**src/design/cbsu_defs.vh**
```
`ifndef CBSU_DEFS_VH
`define CBSU_DEFS_VH

// ****************************************************************
// Register offsets (byte addresses on the register bus)
// ****************************************************************
`define CBSU_OFF_OP 8'h00
`define CBSU_OFF_OPND 8'h04
`define CBSU_OFF_PC 8'h08
`define CBSU_OFF_FLAGS 8'h0c
`define CBSU_OFF_IOVAL 8'h10
`define CBSU_OFF_NEXTW 8'h14
`define CBSU_OFF_STACK 8'h18
`define CBSU_OFF_RESULT 8'h1c

// ****************************************************************
// Field positions
// ****************************************************************
`define CBSU_OPND_A_LSB 0
`define CBSU_OPND_B_LSB 8
`define CBSU_OPND_BIT_LSB 16
`define CBSU_OPND_K_LSB 24
`define CBSU_RES_BUSY 16
`define CBSU_RES_SKIP 17
`define CBSU_RES_TAKEN 18
`define CBSU_RES_CYC_LSB 20

// Status flag bit positions.
`define CBSU_FLAG_C 0
`define CBSU_FLAG_Z 1
`define CBSU_FLAG_N 2
`define CBSU_FLAG_V 3
`define CBSU_FLAG_S 4
`define CBSU_FLAG_H 5
`define CBSU_FLAG_T 6
`define CBSU_FLAG_I 7

// ****************************************************************
// Operation codes
// ****************************************************************
`define CBSU_OP_COMPARE_REGS 5'h00
`define CBSU_OP_COMPARE_REGS_WITH_CARRY 5'h01
`define CBSU_OP_COMPARE_IMMEDIATE 5'h02
`define CBSU_OP_COMPARE_SKIP_EQUAL 5'h03
`define CBSU_OP_SKIP_REG_BIT_CLEAR 5'h04
`define CBSU_OP_SKIP_REG_BIT_SET 5'h05
`define CBSU_OP_SKIP_IO_BIT_CLEAR 5'h06
`define CBSU_OP_SKIP_IO_BIT_SET 5'h07
`define CBSU_OP_BRANCH_STATUS_BIT_SET 5'h08
`define CBSU_OP_BRANCH_STATUS_BIT_CLEAR 5'h09
`define CBSU_OP_BRANCH_EQUAL 5'h0a
`define CBSU_OP_BRANCH_NOT_EQUAL 5'h0b
`define CBSU_OP_BRANCH_CARRY_SET 5'h0c
`define CBSU_OP_BRANCH_CARRY_CLEAR 5'h0d
`define CBSU_OP_BRANCH_SAME_OR_HIGHER 5'h0e
`define CBSU_OP_BRANCH_LOWER 5'h0f
`define CBSU_OP_BRANCH_MINUS 5'h10
`define CBSU_OP_BRANCH_PLUS 5'h11
`define CBSU_OP_BRANCH_SIGNED_GE 5'h12
`define CBSU_OP_BRANCH_SIGNED_LT 5'h13
`define CBSU_OP_BRANCH_HALF_CARRY_SET 5'h14
`define CBSU_OP_BRANCH_HALF_CARRY_CLEAR 5'h15
`define CBSU_OP_BRANCH_TRANSFER_BIT_SET 5'h16
`define CBSU_OP_BRANCH_TRANSFER_BIT_CLEAR 5'h17
`define CBSU_OP_BRANCH_OVERFLOW_SET 5'h18
`define CBSU_OP_BRANCH_OVERFLOW_CLEAR 5'h19
`define CBSU_OP_RETURN_FROM_INTERRUPT 5'h1a

// ****************************************************************
// Cycle counts and reset values
// ****************************************************************
`define CBSU_CYC_ONE 3'h1
`define CBSU_CYC_TWO 3'h2
`define CBSU_CYC_THREE 3'h3
`define CBSU_CYC_RETURN 3'h4
`define CBSU_RST_FLAGS 8'h00
`define CBSU_RST_PC 16'h0000
`define CBSU_RESP_OKAY 2'b00
`define CBSU_RESP_SLVERR 2'b10

`endif

```
**src/design/cbsu_cmp_alu.v**
```verilog
`timescale 1ns/1ps
`default_nettype none

// ****************************************************************
// Eight-bit subtract that only produces flags
// ****************************************************************
module cbsu_cmp_alu (
  input wire [7:0] a,
  input wire [7:0] b,
  input wire cin,
  output wire c,
  output wire z,
  output wire n,
  output wire v,
  output wire h
);

  wire [7:0] r;

  // The difference itself is never stored; only its flags leave here.
  assign r = a - b - {7'h00, cin};
  assign h = (~a[3] & b[3]) | (b[3] & r[3]) | (r[3] & ~a[3]);
  assign c = (~a[7] & b[7]) | (b[7] & r[7]) | (r[7] & ~a[7]);
  assign v = (a[7] & ~b[7] & ~r[7]) | (~a[7] & b[7] & r[7]);
  assign n = r[7];
  assign z = (r == 8'h00);

endmodule // cbsu_cmp_alu

`default_nettype wire

```
**src/design/cbsu_core.v**
```verilog
// The AXI4-Lite register port and the placing of the registers are this design's own decisions.
`timescale 1ns/1ps
`default_nettype none
`include "cbsu_defs.vh"

module cbsu_core (
  input wire aclk,
  input wire aresetn,
  input wire [7:0] s_axi_awaddr,
  input wire s_axi_awvalid,
  output wire s_axi_awready,
  input wire [31:0] s_axi_wdata,
  input wire [3:0] s_axi_wstrb,
  input wire s_axi_wvalid,
  output wire s_axi_wready,
  output reg [1:0] s_axi_bresp,
  output reg s_axi_bvalid,
  input wire s_axi_bready,
  input wire [7:0] s_axi_araddr,
  input wire s_axi_arvalid,
  output wire s_axi_arready,
  output reg [31:0] s_axi_rdata,
  output reg [1:0] s_axi_rresp,
  output reg s_axi_rvalid,
  input wire s_axi_rready
);

  localparam ST_IDLE = 1'b0;
  localparam ST_EXEC = 1'b1;

  // ****************************************************************
  // Register state
  // ****************************************************************
  reg [4:0] op_q;
  reg [31:0] opnd_q;
  reg [15:0] pc_q;
  reg [7:0] flags_q;
  reg [7:0] ioval_q;
  reg nextw_q;
  reg [15:0] stack_q;
  reg state_q;
  reg [2:0] cnt_q;
  reg [2:0] cyc_q;
  reg skip_q;
  reg taken_q;

  reg aw_got_q;
  reg w_got_q;
  reg [7:0] awaddr_q;
  reg [31:0] wdata_q;
  reg [3:0] wstrb_q;

  // ****************************************************************
  // Register bus, write side
  // ****************************************************************
  // Address and data are caught independently so either may come first.
  assign s_axi_awready = ~aw_got_q & ~s_axi_bvalid;
  assign s_axi_wready = ~w_got_q & ~s_axi_bvalid;

  wire aw_take = s_axi_awvalid & s_axi_awready;
  wire w_take = s_axi_wvalid & s_axi_wready;
  wire aw_have = aw_got_q | aw_take;
  wire w_have = w_got_q | w_take;
  wire wr_en = aw_have & w_have & ~s_axi_bvalid;
  wire [7:0] wr_addr = aw_got_q ? awaddr_q : s_axi_awaddr;
  wire [31:0] wr_data = w_got_q ? wdata_q : s_axi_wdata;
  wire [3:0] wr_strb = w_got_q ? wstrb_q : s_axi_wstrb;

  wire wr_mapped = (wr_addr == `CBSU_OFF_OP) ||
                   (wr_addr == `CBSU_OFF_OPND) ||
                   (wr_addr == `CBSU_OFF_PC) ||
                   (wr_addr == `CBSU_OFF_FLAGS) ||
                   (wr_addr == `CBSU_OFF_IOVAL) ||
                   (wr_addr == `CBSU_OFF_NEXTW) ||
                   (wr_addr == `CBSU_OFF_STACK) ||
                   (wr_addr == `CBSU_OFF_RESULT);

  function [31:0] merge;
    input [31:0] old;
    input [31:0] nw;
    input [3:0] strb;
    integer i;
    begin
      merge = old;
      for (i = 0; i < 4; i = i + 1) begin
        if (strb[i]) begin
          merge[i*8 +: 8] = nw[i*8 +: 8];
        end
      end
    end
  endfunction

  // A write to the operation register starts work; refused while busy.
  wire start = wr_en & (wr_addr == `CBSU_OFF_OP) & wr_strb[0] &
               (state_q == ST_IDLE);
  wire [31:0] op_m = merge({27'h0000000, op_q}, wr_data, wr_strb);
  wire [31:0] pc_m = merge({16'h0000, pc_q}, wr_data, wr_strb);
  wire [31:0] stack_m = merge({16'h0000, stack_q}, wr_data, wr_strb);

  always @(posedge aclk) begin
    if (!aresetn) begin
      aw_got_q <= 1'b0;
      w_got_q <= 1'b0;
      awaddr_q <= 8'h00;
      wdata_q <= 32'h00000000;
      wstrb_q <= 4'h0;
      s_axi_bvalid <= 1'b0;
      s_axi_bresp <= `CBSU_RESP_OKAY;
    end else begin
      if (wr_en) begin
        aw_got_q <= 1'b0;
        w_got_q <= 1'b0;
        s_axi_bvalid <= 1'b1;
        s_axi_bresp <= wr_mapped ? `CBSU_RESP_OKAY : `CBSU_RESP_SLVERR;
      end else begin
        if (aw_take) begin
          aw_got_q <= 1'b1;
          awaddr_q <= s_axi_awaddr;
        end
        if (w_take) begin
          w_got_q <= 1'b1;
          wdata_q <= s_axi_wdata;
          wstrb_q <= s_axi_wstrb;
        end
        if (s_axi_bvalid && s_axi_bready) begin
          s_axi_bvalid <= 1'b0;
        end
      end
    end
  end

  // ****************************************************************
  // Compare datapath
  // ****************************************************************
  wire [7:0] val_a = opnd_q[`CBSU_OPND_A_LSB +: 8];
  wire [7:0] val_b = opnd_q[`CBSU_OPND_B_LSB +: 8];
  wire [2:0] bit_sel = opnd_q[`CBSU_OPND_BIT_LSB +: 3];
  wire [6:0] k_off = opnd_q[`CBSU_OPND_K_LSB +: 7];
  wire use_carry = (op_m[4:0] == `CBSU_OP_COMPARE_REGS_WITH_CARRY);
  wire f_c;
  wire f_z;
  wire f_n;
  wire f_v;
  wire f_h;

  cbsu_cmp_alu u_alu (
    .a(val_a),
    .b(val_b),
    .cin(use_carry & flags_q[`CBSU_FLAG_C]),
    .c(f_c),
    .z(f_z),
    .n(f_n),
    .v(f_v),
    .h(f_h)
  );

  // ****************************************************************
  // Decode and outcome
  // ****************************************************************
  // The kind of an op follows from its code range; one mux gives cond.
  wire fl_c = flags_q[`CBSU_FLAG_C];
  wire fl_z = flags_q[`CBSU_FLAG_Z];
  wire fl_n = flags_q[`CBSU_FLAG_N];
  wire fl_v = flags_q[`CBSU_FLAG_V];
  wire fl_h = flags_q[`CBSU_FLAG_H];
  wire fl_t = flags_q[`CBSU_FLAG_T];
  reg is_cmp;
  reg is_skip;
  reg is_branch;
  reg is_ret;
  reg cond;

  always @* begin
    is_cmp = (op_m[4:0] <= `CBSU_OP_COMPARE_IMMEDIATE);
    is_skip = (op_m[4:0] >= `CBSU_OP_COMPARE_SKIP_EQUAL) &&
              (op_m[4:0] <= `CBSU_OP_SKIP_IO_BIT_SET);
    is_branch = (op_m[4:0] >= `CBSU_OP_BRANCH_STATUS_BIT_SET) &&
                (op_m[4:0] <= `CBSU_OP_BRANCH_OVERFLOW_CLEAR);
    is_ret = (op_m[4:0] == `CBSU_OP_RETURN_FROM_INTERRUPT);
    cond = 1'b0;
    case (op_m[4:0])
      `CBSU_OP_COMPARE_SKIP_EQUAL: cond = (val_a == val_b);
      `CBSU_OP_SKIP_REG_BIT_CLEAR: cond = ~val_a[bit_sel];
      `CBSU_OP_SKIP_REG_BIT_SET: cond = val_a[bit_sel];
      `CBSU_OP_SKIP_IO_BIT_CLEAR: cond = ~ioval_q[bit_sel];
      `CBSU_OP_SKIP_IO_BIT_SET: cond = ioval_q[bit_sel];
      `CBSU_OP_BRANCH_STATUS_BIT_SET: cond = flags_q[bit_sel];
      `CBSU_OP_BRANCH_STATUS_BIT_CLEAR: cond = ~flags_q[bit_sel];
      `CBSU_OP_BRANCH_EQUAL: cond = fl_z;
      `CBSU_OP_BRANCH_NOT_EQUAL: cond = ~fl_z;
      `CBSU_OP_BRANCH_CARRY_SET: cond = fl_c;
      `CBSU_OP_BRANCH_CARRY_CLEAR: cond = ~fl_c;
      `CBSU_OP_BRANCH_SAME_OR_HIGHER: cond = ~fl_c;
      `CBSU_OP_BRANCH_LOWER: cond = fl_c;
      `CBSU_OP_BRANCH_MINUS: cond = fl_n;
      `CBSU_OP_BRANCH_PLUS: cond = ~fl_n;
      `CBSU_OP_BRANCH_SIGNED_GE: cond = ~(fl_n ^ fl_v);
      `CBSU_OP_BRANCH_SIGNED_LT: cond = fl_n ^ fl_v;
      `CBSU_OP_BRANCH_HALF_CARRY_SET: cond = fl_h;
      `CBSU_OP_BRANCH_HALF_CARRY_CLEAR: cond = ~fl_h;
      `CBSU_OP_BRANCH_TRANSFER_BIT_SET: cond = fl_t;
      `CBSU_OP_BRANCH_TRANSFER_BIT_CLEAR: cond = ~fl_t;
      `CBSU_OP_BRANCH_OVERFLOW_SET: cond = fl_v;
      `CBSU_OP_BRANCH_OVERFLOW_CLEAR: cond = ~fl_v;
      default: cond = 1'b0;
    endcase
  end

  // Offsets are seven-bit two's complement, so the reach is -64 to +63.
  wire [15:0] k_ext = {{9{k_off[6]}}, k_off};
  reg [15:0] pc_d;
  reg [7:0] flags_d;
  reg [2:0] cyc_d;

  always @* begin
    pc_d = pc_q + 16'h0001;
    flags_d = flags_q;
    cyc_d = `CBSU_CYC_ONE;
    if (is_cmp) begin
      flags_d[`CBSU_FLAG_C] = f_c;
      flags_d[`CBSU_FLAG_Z] = f_z;
      flags_d[`CBSU_FLAG_N] = f_n;
      flags_d[`CBSU_FLAG_V] = f_v;
      flags_d[`CBSU_FLAG_H] = f_h;
    end else if (is_skip && cond) begin
      // The length of the skipped word is told by the fetch side.
      if (nextw_q) begin
        pc_d = pc_q + 16'h0003;
        cyc_d = `CBSU_CYC_THREE;
      end else begin
        pc_d = pc_q + 16'h0002;
        cyc_d = `CBSU_CYC_TWO;
      end
    end else if (is_branch && cond) begin
      pc_d = pc_q + k_ext + 16'h0001;
      cyc_d = `CBSU_CYC_TWO;
    end else if (is_ret) begin
      pc_d = stack_q;
      flags_d[`CBSU_FLAG_I] = 1'b1;
      cyc_d = `CBSU_CYC_RETURN;
    end
  end

  // ****************************************************************
  // Execution sequencing and registers
  // ****************************************************************
  always @(posedge aclk) begin
    if (!aresetn) begin
      op_q <= 5'h00;
      opnd_q <= 32'h00000000;
      pc_q <= `CBSU_RST_PC;
      flags_q <= `CBSU_RST_FLAGS;
      ioval_q <= 8'h00;
      nextw_q <= 1'b0;
      stack_q <= 16'h0000;
      state_q <= ST_IDLE;
      cnt_q <= 3'h0;
      cyc_q <= 3'h0;
      skip_q <= 1'b0;
      taken_q <= 1'b0;
    end else begin
      case (state_q)
        ST_IDLE: begin
          if (start) begin
            op_q <= op_m[4:0];
            pc_q <= pc_d;
            flags_q <= flags_d;
            cyc_q <= cyc_d;
            cnt_q <= cyc_d;
            skip_q <= is_skip & cond;
            taken_q <= is_branch & cond;
            state_q <= ST_EXEC;
          end
        end
        ST_EXEC: begin
          cnt_q <= cnt_q - 3'h1;
          if (cnt_q == 3'h1) begin
            state_q <= ST_IDLE;
          end
        end
        default: state_q <= ST_IDLE;
      endcase
      // Operand writes stay blocked while busy so the outcome is stable.
      if (wr_en && state_q == ST_IDLE) begin
        case (wr_addr)
          `CBSU_OFF_OPND: opnd_q <= merge(opnd_q, wr_data, wr_strb);
          `CBSU_OFF_PC: pc_q <= pc_m[15:0];
          `CBSU_OFF_FLAGS: flags_q <= wr_strb[0] ? wr_data[7:0] : flags_q;
          `CBSU_OFF_IOVAL: ioval_q <= wr_strb[0] ? wr_data[7:0] : ioval_q;
          `CBSU_OFF_NEXTW: nextw_q <= wr_strb[0] ? wr_data[0] : nextw_q;
          `CBSU_OFF_STACK: stack_q <= stack_m[15:0];
          default: nextw_q <= nextw_q;
        endcase
      end
    end
  end

  // ****************************************************************
  // Register bus, read side
  // ****************************************************************
  assign s_axi_arready = ~s_axi_rvalid;
  wire busy = (state_q == ST_EXEC);
  reg [31:0] rd_d;
  reg rd_ok;

  always @* begin
    rd_d = 32'h00000000;
    rd_ok = 1'b1;
    case (s_axi_araddr)
      `CBSU_OFF_OP: rd_d = {27'h0000000, op_q};
      `CBSU_OFF_OPND: rd_d = opnd_q;
      `CBSU_OFF_PC: rd_d = {16'h0000, pc_q};
      `CBSU_OFF_FLAGS: rd_d = {24'h000000, flags_q};
      `CBSU_OFF_IOVAL: rd_d = {24'h000000, ioval_q};
      `CBSU_OFF_NEXTW: rd_d = {31'h00000000, nextw_q};
      `CBSU_OFF_STACK: rd_d = {16'h0000, stack_q};
      `CBSU_OFF_RESULT: begin
        rd_d[15:0] = pc_q;
        rd_d[`CBSU_RES_BUSY] = busy;
        rd_d[`CBSU_RES_SKIP] = skip_q;
        rd_d[`CBSU_RES_TAKEN] = taken_q;
        rd_d[`CBSU_RES_CYC_LSB +: 3] = cyc_q;
      end
      default: rd_ok = 1'b0;
    endcase
  end

  always @(posedge aclk) begin
    if (!aresetn) begin
      s_axi_rvalid <= 1'b0;
      s_axi_rdata <= 32'h00000000;
      s_axi_rresp <= `CBSU_RESP_OKAY;
    end else begin
      if (s_axi_arvalid && s_axi_arready) begin
        s_axi_rvalid <= 1'b1;
        s_axi_rdata <= rd_d;
        s_axi_rresp <= rd_ok ? `CBSU_RESP_OKAY : `CBSU_RESP_SLVERR;
      end else if (s_axi_rvalid && s_axi_rready) begin
        s_axi_rvalid <= 1'b0;
      end
    end
  end

endmodule // cbsu_core

`default_nettype wire

```
**config.mk**
```make
export PLATFORM = sky130hd
export DESIGN_NAME = cbsu_core
export DESIGN_NICKNAME = d
export VERILOG_FILES = /design/src/design/cbsu_cmp_alu.v /design/src/design/cbsu_core.v
export VERILOG_INCLUDE_DIRS = /design/src /design/src/design
export SDC_FILE = /design/constraint.sdc
export NUM_CORES = 1
export LEC_CHECK = 0
export ABC_AREA = 1
export BUFFER_PORTS_ARGS = -buffer_cell sky130_fd_sc_hd__buf_2
export CORE_MARGIN = 5
export CORE_UTILIZATION = 30
export CTS_BUF_LIST = sky130_fd_sc_hd__clkbuf_8 sky130_fd_sc_hd__clkbuf_16
export CTS_CLUSTER_SIZE = 28
export DETAILED_ROUTE_END_ITERATION = 10
export GPL_ROUTABILITY_DRIVEN = 0
export GPL_TIMING_DRIVEN = 0
export PLACE_DENSITY_LB_ADDON = 0.08
export SYNTH_ARGS = -nofsm -noshare
export SYNTH_HDL_FRONTEND = slang
export SYNTH_HIERARCHICAL = 1
export SYNTH_SLANG_ARGS = --single-unit
```
**constraint.sdc**
```tcl
create_clock -name aclk -period 4.15 [get_ports aclk]
set_input_delay 0.2075 -clock aclk [delete_from_list [all_inputs] [get_ports aclk]]
set_output_delay 0.2075 -clock aclk [all_outputs]
set_load 0.03 [all_outputs]
```
==> results of run 1 <==
==> cell usage in the layout (no fill, tap or decap), types with 8 or more instances in the layout <==
cell type | Yosys | final
a21oi_1 | 159 | 159
dfxtp_1 | 177 | 177
ha_1 | 35 | 35
nor3_1 | 16 | 15
nand4_1 | 9 | 9
inv_2 | 12 | 12
xor2_1 | 37 | 37
o22ai_1 | 22 | 22
o211ai_1 | 12 | 12
buf_2 | 11 | 108
clkbuf_16 | 0 | 17
clkbuf_1 | 52 | 52
nor2_1 | 166 | 166
nand2_1 | 382 | 381
xnor2_1 | 8 | 8
a311oi_1 | 19 | 19
o21ai_1 | 23 | 23
o221ai_1 | 12 | 12
a221oi_1 | 12 | 12
inv_1 | 186 | 187
o21ai_0 | 165 | 165
nand3_1 | 72 | 72
nand2_2 | 15 | 16
==> Yosys cell counts (all sizes together) (8+ instances only) <==
library cell | number | area [µm²]
nand2 | 403 | 1600
inv | 200 | 758
o21ai | 188 | 941
dfxtp | 177 | 3540
nor2 | 172 | 681
a21oi | 163 | 846
nand3 | 73 | 370
clkbuf | 52 | 195
xor2 | 37 | 324
ha | 35 | 438
o22ai | 22 | 138
buf | 21 | 141
a311oi | 19 | 166
nor3 | 19 | 116
a221oi | 13 | 120
o211ai | 12 | 90.1
o221ai | 12 | 105
nand4 | 9 | 56.3
xnor2 | 8 | 70.1
==> logic make-up after synthesis <==
kind of cell	after synthesis
buffers and inverters	278
adder cells (fa/ha/maj)	38
multiplexers	1
other	1
AO/OA/AOI/OAI	453
flip-flops	177
AND/OR/NAND/NOR	692
XOR/XNOR	45
==> path summary, 6_finish.rpt <==
kind / to / cells past startpoint / from
worst max-delay path: flags_q[1] / 23 / w_got_q
worst min-delay path: wdata_q[18] / 3 / s_axi_wdata[18]
worst max register to register: flags_q[1] / 23 / w_got_q
worst min register to register: wdata_q[7] / 2 / wdata_q[7]
==> timing repair <==
item | in CTS | in global routing
endpoints found under the hold margin | 0 | 0
endpoints found under the setup margin | 0 | 2
resized for setup | 0 | 2
==> stage by stage <==
step	util [%]	setup slack (ps)	cell area [µm²]	total power [µW]
floorplan	-	1120	11100	2520
global placement	33.3	259	12200	2890
detailed placement	33.3	230	12200	2900
CTS	35.0	189	12800	4600
global route	35.0	26.3	12800	4800
finish	35.0	369	12800	4580
==> power by group through the flow <==
stage               registers [µW]  clock network [µW]  logic [µW]
floorplan                     1910                   0         613
detailed placement            1890                   0        1000
global route                  1870                1820        1120
finish                        1860                1710        1010
global placement              1890                   0        1000
CTS                           1860                1740        1000
==> cell type report <==
type                    count  share of cell area, %
repair buffers             98                   3.85
plain buffers              73                   2.63
multi-input cells        1231                   50.4
flip-flops and latches    177                   27.7
inverters                 205                   6.07
clock buffers              21                   3.76
well taps                 468                   4.58
clock inverters            10                  0.978
==> critical path, cell delays in order, from the launching register on <==
cell and delay (ps):
dfxtp_1 330, buf_6 170, inv_6 80, nand2_1 60
nand2_1 210, nand2_1 240, nand2_2 160, inv_4 140
nand2_1 90, nor3_2 210, inv_1 90, fa_1 530
inv_1 50, ha_1 160, or2_2 290, nand2_1 90
nand4_1 70, nand2_1 70, nand2_1 70, nor2_2 120
inv_1 50, nand2_1 70, o211ai_1 90, a221oi_1 240
==> state kept, by name, indices dropped and copies added, names as in the netlist, 3 cells and up <==
register / count
ioval_q: 8
op_q: 5
opnd_q: 32
cnt_q: 3
s_axi_rdata: 32
cyc_q: 3
wdata_q: 32
pc_q: 16
wstrb_q: 4
stack_q: 16
awaddr_q: 8
flags_q: 8
==> per-layer routing <==
metal | GRT usage, % | part of all wire, % | vias up
li1 | - | - | 5824
met1 | 30.0 | 45 | 5498
met2 | 35.6 | 44 | 492
met3 | 4.62 | 7.7 | 74
met4 | 7.03 | 2.8 | 0
met5 | 0 | 0 | -
==> run_results.csv, run 1 <==
group,metric,value,unit
pwr,internal_power,3020,µW
route,viasPerCell,5.21,
cts,cts_sinks,177,
setup_path,crit_arrival,4130,ps
cts,clockBufferDepth,2,
grt,grt_pass1_vias,11400,
sta,tns,0,ps
setup_path,startpoint_type,"flop",
sta,drv_slew,0,
sta,fin_skew,14.7,ps
cts,cts_tree,"done",
cts,cts_made_buffers,17,
finish,fillCellCount,4103,
floorplanning,num_rows,70,
sta,fmax,265,MHz
flow_run,drv_cap,0,
cts,htreeDepth,4,
grt,globalRouteOverflowTotal,0,
min_path,hold_class,"input port to flop",
synthesis,synth_compound_area_share,23.4,%
setup_path,endpoint_kind,"flop",
sta,whs,20.3,ps
synthesis,syn_area,11100,µm²
setup_path,crit_type,"flop to flop",
finish,nets,1900,
cts,clockRootBuffer,"clkbuf_16",
pwr,swShare,34.0,%
synthesis,syn_area_per_cell,6.58,µm²
cts,hold_buffers,0,
pwr,seqPwrFrac,40.6,%
synthesis,yosysSeqAreaShare,31.9,%
cts,clk-insertion-delay-late,460,ps
finish,fin_cells,2283,
sta,fin_crit_sh,91.1,%
sta,period_minus_slack,3780,ps
pwr,p_leak,0.00534,µW
placed_design,port_buffers,97,
synthesis,synth-main-ff-cell,"dfxtp_1",
synthesis,synth_cell_types,56,
setup_path,crit_fanout,10,
synthesis,synthAdderAreaFrac,4.49,%
sta,slew_headroom,16.5,%
floorplanning,start_util,30.4,%
sta,tightest_slew,1240,ps
sta,rsz0062_at_grt,"no",
cts,path_clk_slew,70,ps
route,wl_per_cell,20.2,µm
floorplanning,die_y,202,µm
grt,antenna_found_initial,0,
finish,seq_area,3540,µm²
synthesis,synth_xor_area_share,3.55,%
outcome,status,"complete, no violations",
floorplanning,core,36500,µm²
finish,diodes,0,
pwr,p_comb_share,22.0,%
pwr,p_sw,1560,µW
finish,area_delta_synth_final,15.3,%
synthesis,synth_top_family_by_area,"simple AND/OR/NAND/NOR gates",
sta,setup_viol_count_final,0,
placed_design,place_hpwl,36700,µm
cts,cts_setup_buffers,0,
synthesis,yosys.area_share.simple,26.5,%
floorplanning,io_pins,100,
finish,multiInputGateArea,6450,µm²
pwr,irDropWorstVdd,0.000298,V
sta,final_hold_viol_count,0,
route,drtPass1Iterations,6,
grt,gr-usage-all-layers,22.2,%
route,vias,11900,
synthesis,synth_seq_cells,177,
route,ant_nets,0,
pwr,powerDensity,358,nW/µm²
placed_design,dp.cells,2252,
synthesis,synth_cells,1685,
setup_path,ff2ff_setup_slack,370,ps
finish,layout-drive-gt1-share,11.4,%
floorplanning,die_x,202,µm
setup_path,required,4500,ps
route,route.detailed.drc,0,
grt,grt_max_degree,17,
synthesis,async_reset_ff_share,0,%
synthesis,yosys_warnings,6,
synthesis,yosys-mux-area-fraction,0.0903,%
synthesis,synth_edf_count,0,
floorplanning,die_area,40900,µm²
grt,grt_pass1_wl,69600,µm
pwr,clkPwrFrac,37.4,%
route,detail_route.iter0.violations,1131,
route,wl,46200,µm
Note: power is estimated with default switching activity, not from simulation.
==> run 2: changes to the inputs <==
ABC_AREA = default   (was 1)
==> run 2 against run 1 <==
Net effect:
- critical path depth shrank 7
- combinational power shrank 30%
- worst setup slack lost 200 ps
- sequential share of layout area grew 0.26 points
- highest routed layer unchanged
- worst hold slack gained 1.4 ps
- global-route usage shrank 0.15 points
==> run_results.csv, run 2 <==
group,metric,value,unit
route,wl,43800,µm
placed_design,dp.cells,1863,
sta,fin_skew,12.2,ps
cts,clockBufferDepth,2,
setup_path,endpoint_kind,"flop",
synthesis,post-synth-top-count-cell,"dfxtp_1",
setup_path,crit_arrival,4360,ps
pwr,p_leak,0.00466,µW
setup_path,crit_fanout,10,
synthesis,yosys_warnings,6,
synthesis,synth_top_area_share,33.5,%
cts,path_clk_slew,80,ps
synthesis,synth_cells,1312,
pwr,irDropWorstVdd,0.000293,V
pwr,power,4220,µW
cts,cts_made_buffers,17,
pwr,powerDensity,333,nW/µm²
synthesis,synth_top_cell_by_area,"dfxtp_1",
route,route.detailed.drc,0,
placed_design,place_hpwl,34200,µm
placed_design,port_buffers,95,
route,ant_nets,0,
finish,diodes,0,
synthesis,synthTopCellsByArea,"dfxtp_1 34%, nor2_1 6.1%, mux2i_1 6.1%",
finish,nets,1561,
floorplanning,die_x,198,µm
route,wl_per_cell,22.7,µm
sta,layout_setup_ws,165,ps
sta,slew_headroom,16.9,%
finish,area_delta_synth_final,19.9,%
sta,fmax,251,MHz
grt,gr-usage-all-layers,22.1,%
sta,final_hold_viol_count,0,
synthesis,synth-main-ff-cell,"dfxtp_1",
min_path,hold_class,"input port to flop",
finish,fin_cells,1932,
sta,rsz0062_at_grt,"no",
finish,fillCellCount,3767,
finish,layout-drive-gt1-share,13.2,%
floorplanning,io_pins,100,
floorplanning,die_y,198,µm
setup_path,startpoint_type,"flop",
finish,mostFrequentLayoutCells,"176 x dfxtp_1, 171 x nor2_1, 169 x nand2_1",
synthesis,syn_area,10600,µm²
floorplanning,start_util,30.5,%
grt,grt_pass1_wl,65000,µm
grt,antenna_found_initial,1,
floorplanning,die_area,39100,µm²
floorplanning,num_rows,68,
cts,htreeDepth,4,
sta,fin_crit_sh,96.0,%
cts,cts_tree,"done",
route,detail_route.iter0.violations,810,
setup_path,crit_type,"flop to flop",
synthesis,yosysSeqAreaShare,33.5,%
flow_run,drv_cap,0,
synthesis,synth_edf_count,0,
placed_design,pre_cts_slack,-513,ps
synthesis,async_reset_ff_share,0,%
cts,clockRootBuffer,"clkbuf_16",
grt,grt_pass1_vias,10200,
synthesis,synth_cell_types,84,
finish,final_common_cell,"dfxtp_1",
grt,grt_max_degree,19,
floorplanning,core,34700,µm²
route,vias,10500,
sta,period_minus_slack,3980,ps
sta,tightest_slew,1240,ps
sta,setup_viol_count_final,0,
cts,cts_sinks,177,
synthesis,syn_area_per_cell,8.06,µm²
synthesis,synth_seq_cells,177,
setup_path,required,4520,ps
route,viasPerCell,5.44,
cts,clk-insertion-delay-late,460,ps
sta,drv_slew,0,
synthesis,synth_common_cells,"177 x dfxtp_1, 173 x nor2_1, 169 x nand2_1, 106 x a21oi_1, 64 x mux2i_1",
route,drtPass1Iterations,5,
grt,globalRouteOverflowTotal,0,
finish,largestRegisters,"opnd_q: 32 flops, s_axi_rdata: 32 flops, wdata_q: 32 flops",
outcome,status,"complete, no violations",
run 2: logic make-up (layout without fill, tap and decap cells):
| logic type | count (synthesis) | after routing | synth area share (%) |
|---|---|---|---|
| adder cells (fa/ha/maj) | 38 | 38 | 4.71 |
| other | 1 | 2 | 0.0355 |
| XOR/XNOR | 58 | 58 | 5.00 |
| multiplexers | 91 | 91 | 9.68 |
| flip-flops | 177 | 177 | 33.5 |
| AND/OR/NAND/NOR | 472 | 472 | 19.3 |
| buffers and inverters | 126 | 290 | 4.74 |
| AO/OA/AOI/OAI | 349 | 349 | 23.0 |
run 2: cell type report:
cell class	count	area [µm²]	share of cell area [%]
Multi-Input combinational cell	1010	6610	52.1
Tap cell	455	569	4.49
Clock buffer	17	425	3.35
Buffer	87	360	2.84
Inverter	39	146	1.15
Timing Repair Buffer	132	841	6.63
Clock inverter	15	190	1.50
Sequential cell	177	3550	28.0
run 2: repair_timing:
| item | CTS | global route |
|---|---|---|
| endpoints found under the setup margin | 2 | 3 |
| endpoints found under the hold margin | 35 | 0 |
| hold buffers | 35 | 0 |
| setup buffers | 2 | 0 |
| resized for setup | 11 | 6 |
| pin swaps | 4 | 4 |
run 2: metrics by stage:
stage	TNS, ps	utilization, %	instance area, µm²	hold slack [ps]
6_report	0	36.5	12700	21.7
5_1_grt	0	36.5	12700	25.0
4_1_cts	0	36.5	12700	0.135
3_5_place_dp	-725	33.5	11600	394
3_3_place_gp	-802	33.5	11600	398
2_1_floorplan	0	-	10600	307
run 2: per-layer routing:
metal / share of wire [%] / GRT usage (%) / routed length, µm / up-vias
met5: 0 / 0 / 0 / -
met4: 2.9 / 6.91 / 1250 / 0
met3: 4.9 / 3.28 / 2160 / 73
met2: 46 / 35.3 / 20000 / 328
met1: 47 / 30.7 / 20400 / 5059
li1: - / - / - / 5058
run 2: report_power, final:
part / internal [µW] / switching (µW)
registers: 1740 / 29.0
clock network: 919 / 832
logic: 232 / 470
total: 2890 / 1330
run 2: worst paths after layout:
kind                                       from  slack (ps)  cells after the start         endpoint
worst min-delay path            s_axi_awaddr[1]          20                      3      awaddr_q[1]
worst max register to register       wstrb_q[0]         170                     16       flags_q[1]
worst min register to register  s_axi_rdata[30]         450                      2  s_axi_rdata[30]
worst max-delay path                 wstrb_q[0]         170                     16       flags_q[1]
run 2: worst max-delay path, stage by stage, from the launching register on:
cell and delay [ps]:
dfxtp_1 300, buf_2 160, mux2_4 310, buf_4 200
o221a_4 290, nor2_4 150, and4_1 220, inv_1 100
fa_2 360, ha_1 180, and2b_1 230, a21oi_1 110
a2111oi_4 350, xnor2_4 170, nor4_4 410, o21ai_1 140
a211oi_1 220
==> run 3: changes to the inputs <==
clock period = 4.85 ns   (was 4.15 ns; I/O delays follow)
==> run 3 against run 2 <==
Net effect:
- core utilization shrank 1.2 points
- sequential power shrank 15%
- final cell count shrank 1.8%
- non-clock buffer count shrank 36
- power shrank 15%
- worst hold slack gained 5.6 ps
==> run_results.csv, run 3 (synthesis results as in run 2) <==
group,metric,value,unit
outcome,status,"complete, no violations",
cts,cts_setup_buffers,0,
setup_path,reg2reg_from,"w_got_q",
finish,final_common_cell,"dfxtp_1",
cts,clockBufferDepth,2,
route,wl_met3,2330,µm
floorplanning,core,34700,µm²
route,drtPass1Iterations,5,
finish,area_delta_synth_final,16.0,%
floorplanning,io_pins,100,
sta,whs,27.4,ps
grt,grt_max_degree,19,
cts,cts_tree,"done",
sta,rsz0062_at_grt,"no",
finish,final_area,12300,µm²
route,route.detailed.drc,0,
cts,clk-insertion-delay-late,460,ps
floorplanning,die_x,198,µm
sta,final_hold_viol_count,0,
setup_path,crit_type,"flop to flop",
placed_design,port_buffers,95,
cts,path_clk_slew,80,ps
cts,cts_sinks,177,
setup_path,worstPathCellList,"mux2_2 > buf_2 > o221a_2 > nor2_1 > and4_1 > inv_1 > fa_1 > ha_1 > and2b_1 > a21oi_1 > a2111oi_4 > xnor2_2 > nor4_2 > o21ai_0 > a211oi_1",
sta,tightest_slew,1230,ps
cts,cts_made_buffers,17,
finish,nets,1525,
finish,largestRegisters,"opnd_q: 32 flops, s_axi_rdata: 32 flops, wdata_q: 32 flops",
flow_run,drv_cap,0,
route,vias,10400,
route,ant_nets,0,
finish,fin_util,35.4,%
finish,layout-drive-gt1-share,13.0,%
finish,mostFrequentLayoutCells,"177 x dfxtp_1, 173 x nor2_1, 169 x nand2_1",
setup_path,crit_fanout,10,
sta,slew_headroom,18.0,%
route,detail_route.iter0.violations,831,
sta,fin_crit_sh,94.4,%
route,met1_length,20100,µm
sta,drv_slew,0,
pwr,p_leak,0.00449,µW
route,viasPerCell,5.50,
grt,grt_pass1_vias,10100,
placed_design,placed_area,11600,µm²
floorplanning,start_util,30.5,%
sta,fin_skew,13.9,ps
setup_path,max_stage_delay,520,ps
grt,antenna_found_initial,1,
cts,clockRootBuffer,"clkbuf_16",
setup_path,endpoint_kind,"flop",
sta,setup_viol_count_final,0,
min_path,worstHoldStart,"s_axi_wdata[20]",
route,met2WireLength,19900,µm
setup_path,slowest_stage,"nor4_2",
grt,globalRouteOverflowTotal,0,
floorplanning,num_rows,68,
sta,fmax,218,MHz
setup_path,startpoint_type,"flop",
grt,gr-usage-all-layers,21.9,%
route,top_layer_used,"met4",
sta,layout_setup_ws,270,ps
pwr,irDropWorstVdd,0.000246,V
cts,htreeDepth,4,
placed_design,place_hpwl,34200,µm
placed_design,pre_cts_slack,187,ps
route,wl_per_cell,23.0,µm
sta,period_minus_slack,4580,ps
setup_path,startpoint,"w_got_q",
setup_path,crit_arrival,4960,ps
floorplanning,die_y,198,µm
sta,tns,0,ps
min_path,hold_class,"input port to flop",
setup_path,required,5230,ps
floorplanning,die_area,39100,µm²
grt,grt_pass1_wl,64500,µm
pwr,powerDensity,291,nW/µm²
route,wl,43600,µm
run 3: cell count changes in the layout (fill, tap and decap cells not counted), sizes merged:
cell         delta
dlygate4sd3    -34
buf             -2
diode           +1
run 3: what timing repair did:
item | 4_1_cts | 5_1_grt
endpoints found under the hold margin | 1 | 0
endpoints found under the setup margin | 0 | 1
hold buffers | 1 | 0
resized for setup | 0 | 1
run 3: layer usage:
| metal | vias up | track usage (%) |
|---|---|---|
| li1 | 4982 | - |
| met5 | - | 0 |
| met1 | 5023 | 30.5 |
| met2 | 364 | 35.1 |
| met4 | 0 | 6.55 |
| met3 | 68 | 3.37 |
run 3: final cells by class:
class	count	area, µm²
antenna	1	2.50
buffer	87	355
clock buffer	17	425
clock inverter	15	190
fill	3796	22400
inverter	39	146
multi-input combinational	1010	6550
sequential	177	3540
tap	455	569
timing repair buffer	96	485
run 3: worst paths after layout:
| path | endpoint | slack, ps | cells past startpoint |
|---|---|---|---|
| hold reg to reg | s_axi_rdata[30] | 450 | 2 |
| hold / removal | wdata_q[20] | 30 | 3 |
| setup reg to reg | flags_q[1] | 270 | 15 |
| setup / recovery | flags_q[1] | 270 | 15 |
run 3: critical path, delay by kind of cell (launching register included):
family / cells / cell delay (ps)
simple gates: 4 / 1260
compound gates: 5 / 1190
fa+ha+maj: 2 / 600
flops: 1 / 470
mux: 1 / 440
buf+inv: 2 / 330
xor+xnor: 1 / 220
run 3: through the flow:
step	power (µW)	cells
after floorplan	1880	1313
after global placement	2110	1863
after detailed placement	2110	1863
after CTS	3600	1896
after global routing	3710	1896
final	3580	1897
run 3: power breakdown:
group,internal (µW),leakage (µW),switching (µW)
Clock,786,0.000303,708
Combinational,174,0.00275,396
Sequential,1490,0.00143,24.6
Total,2450,0.00449,1130
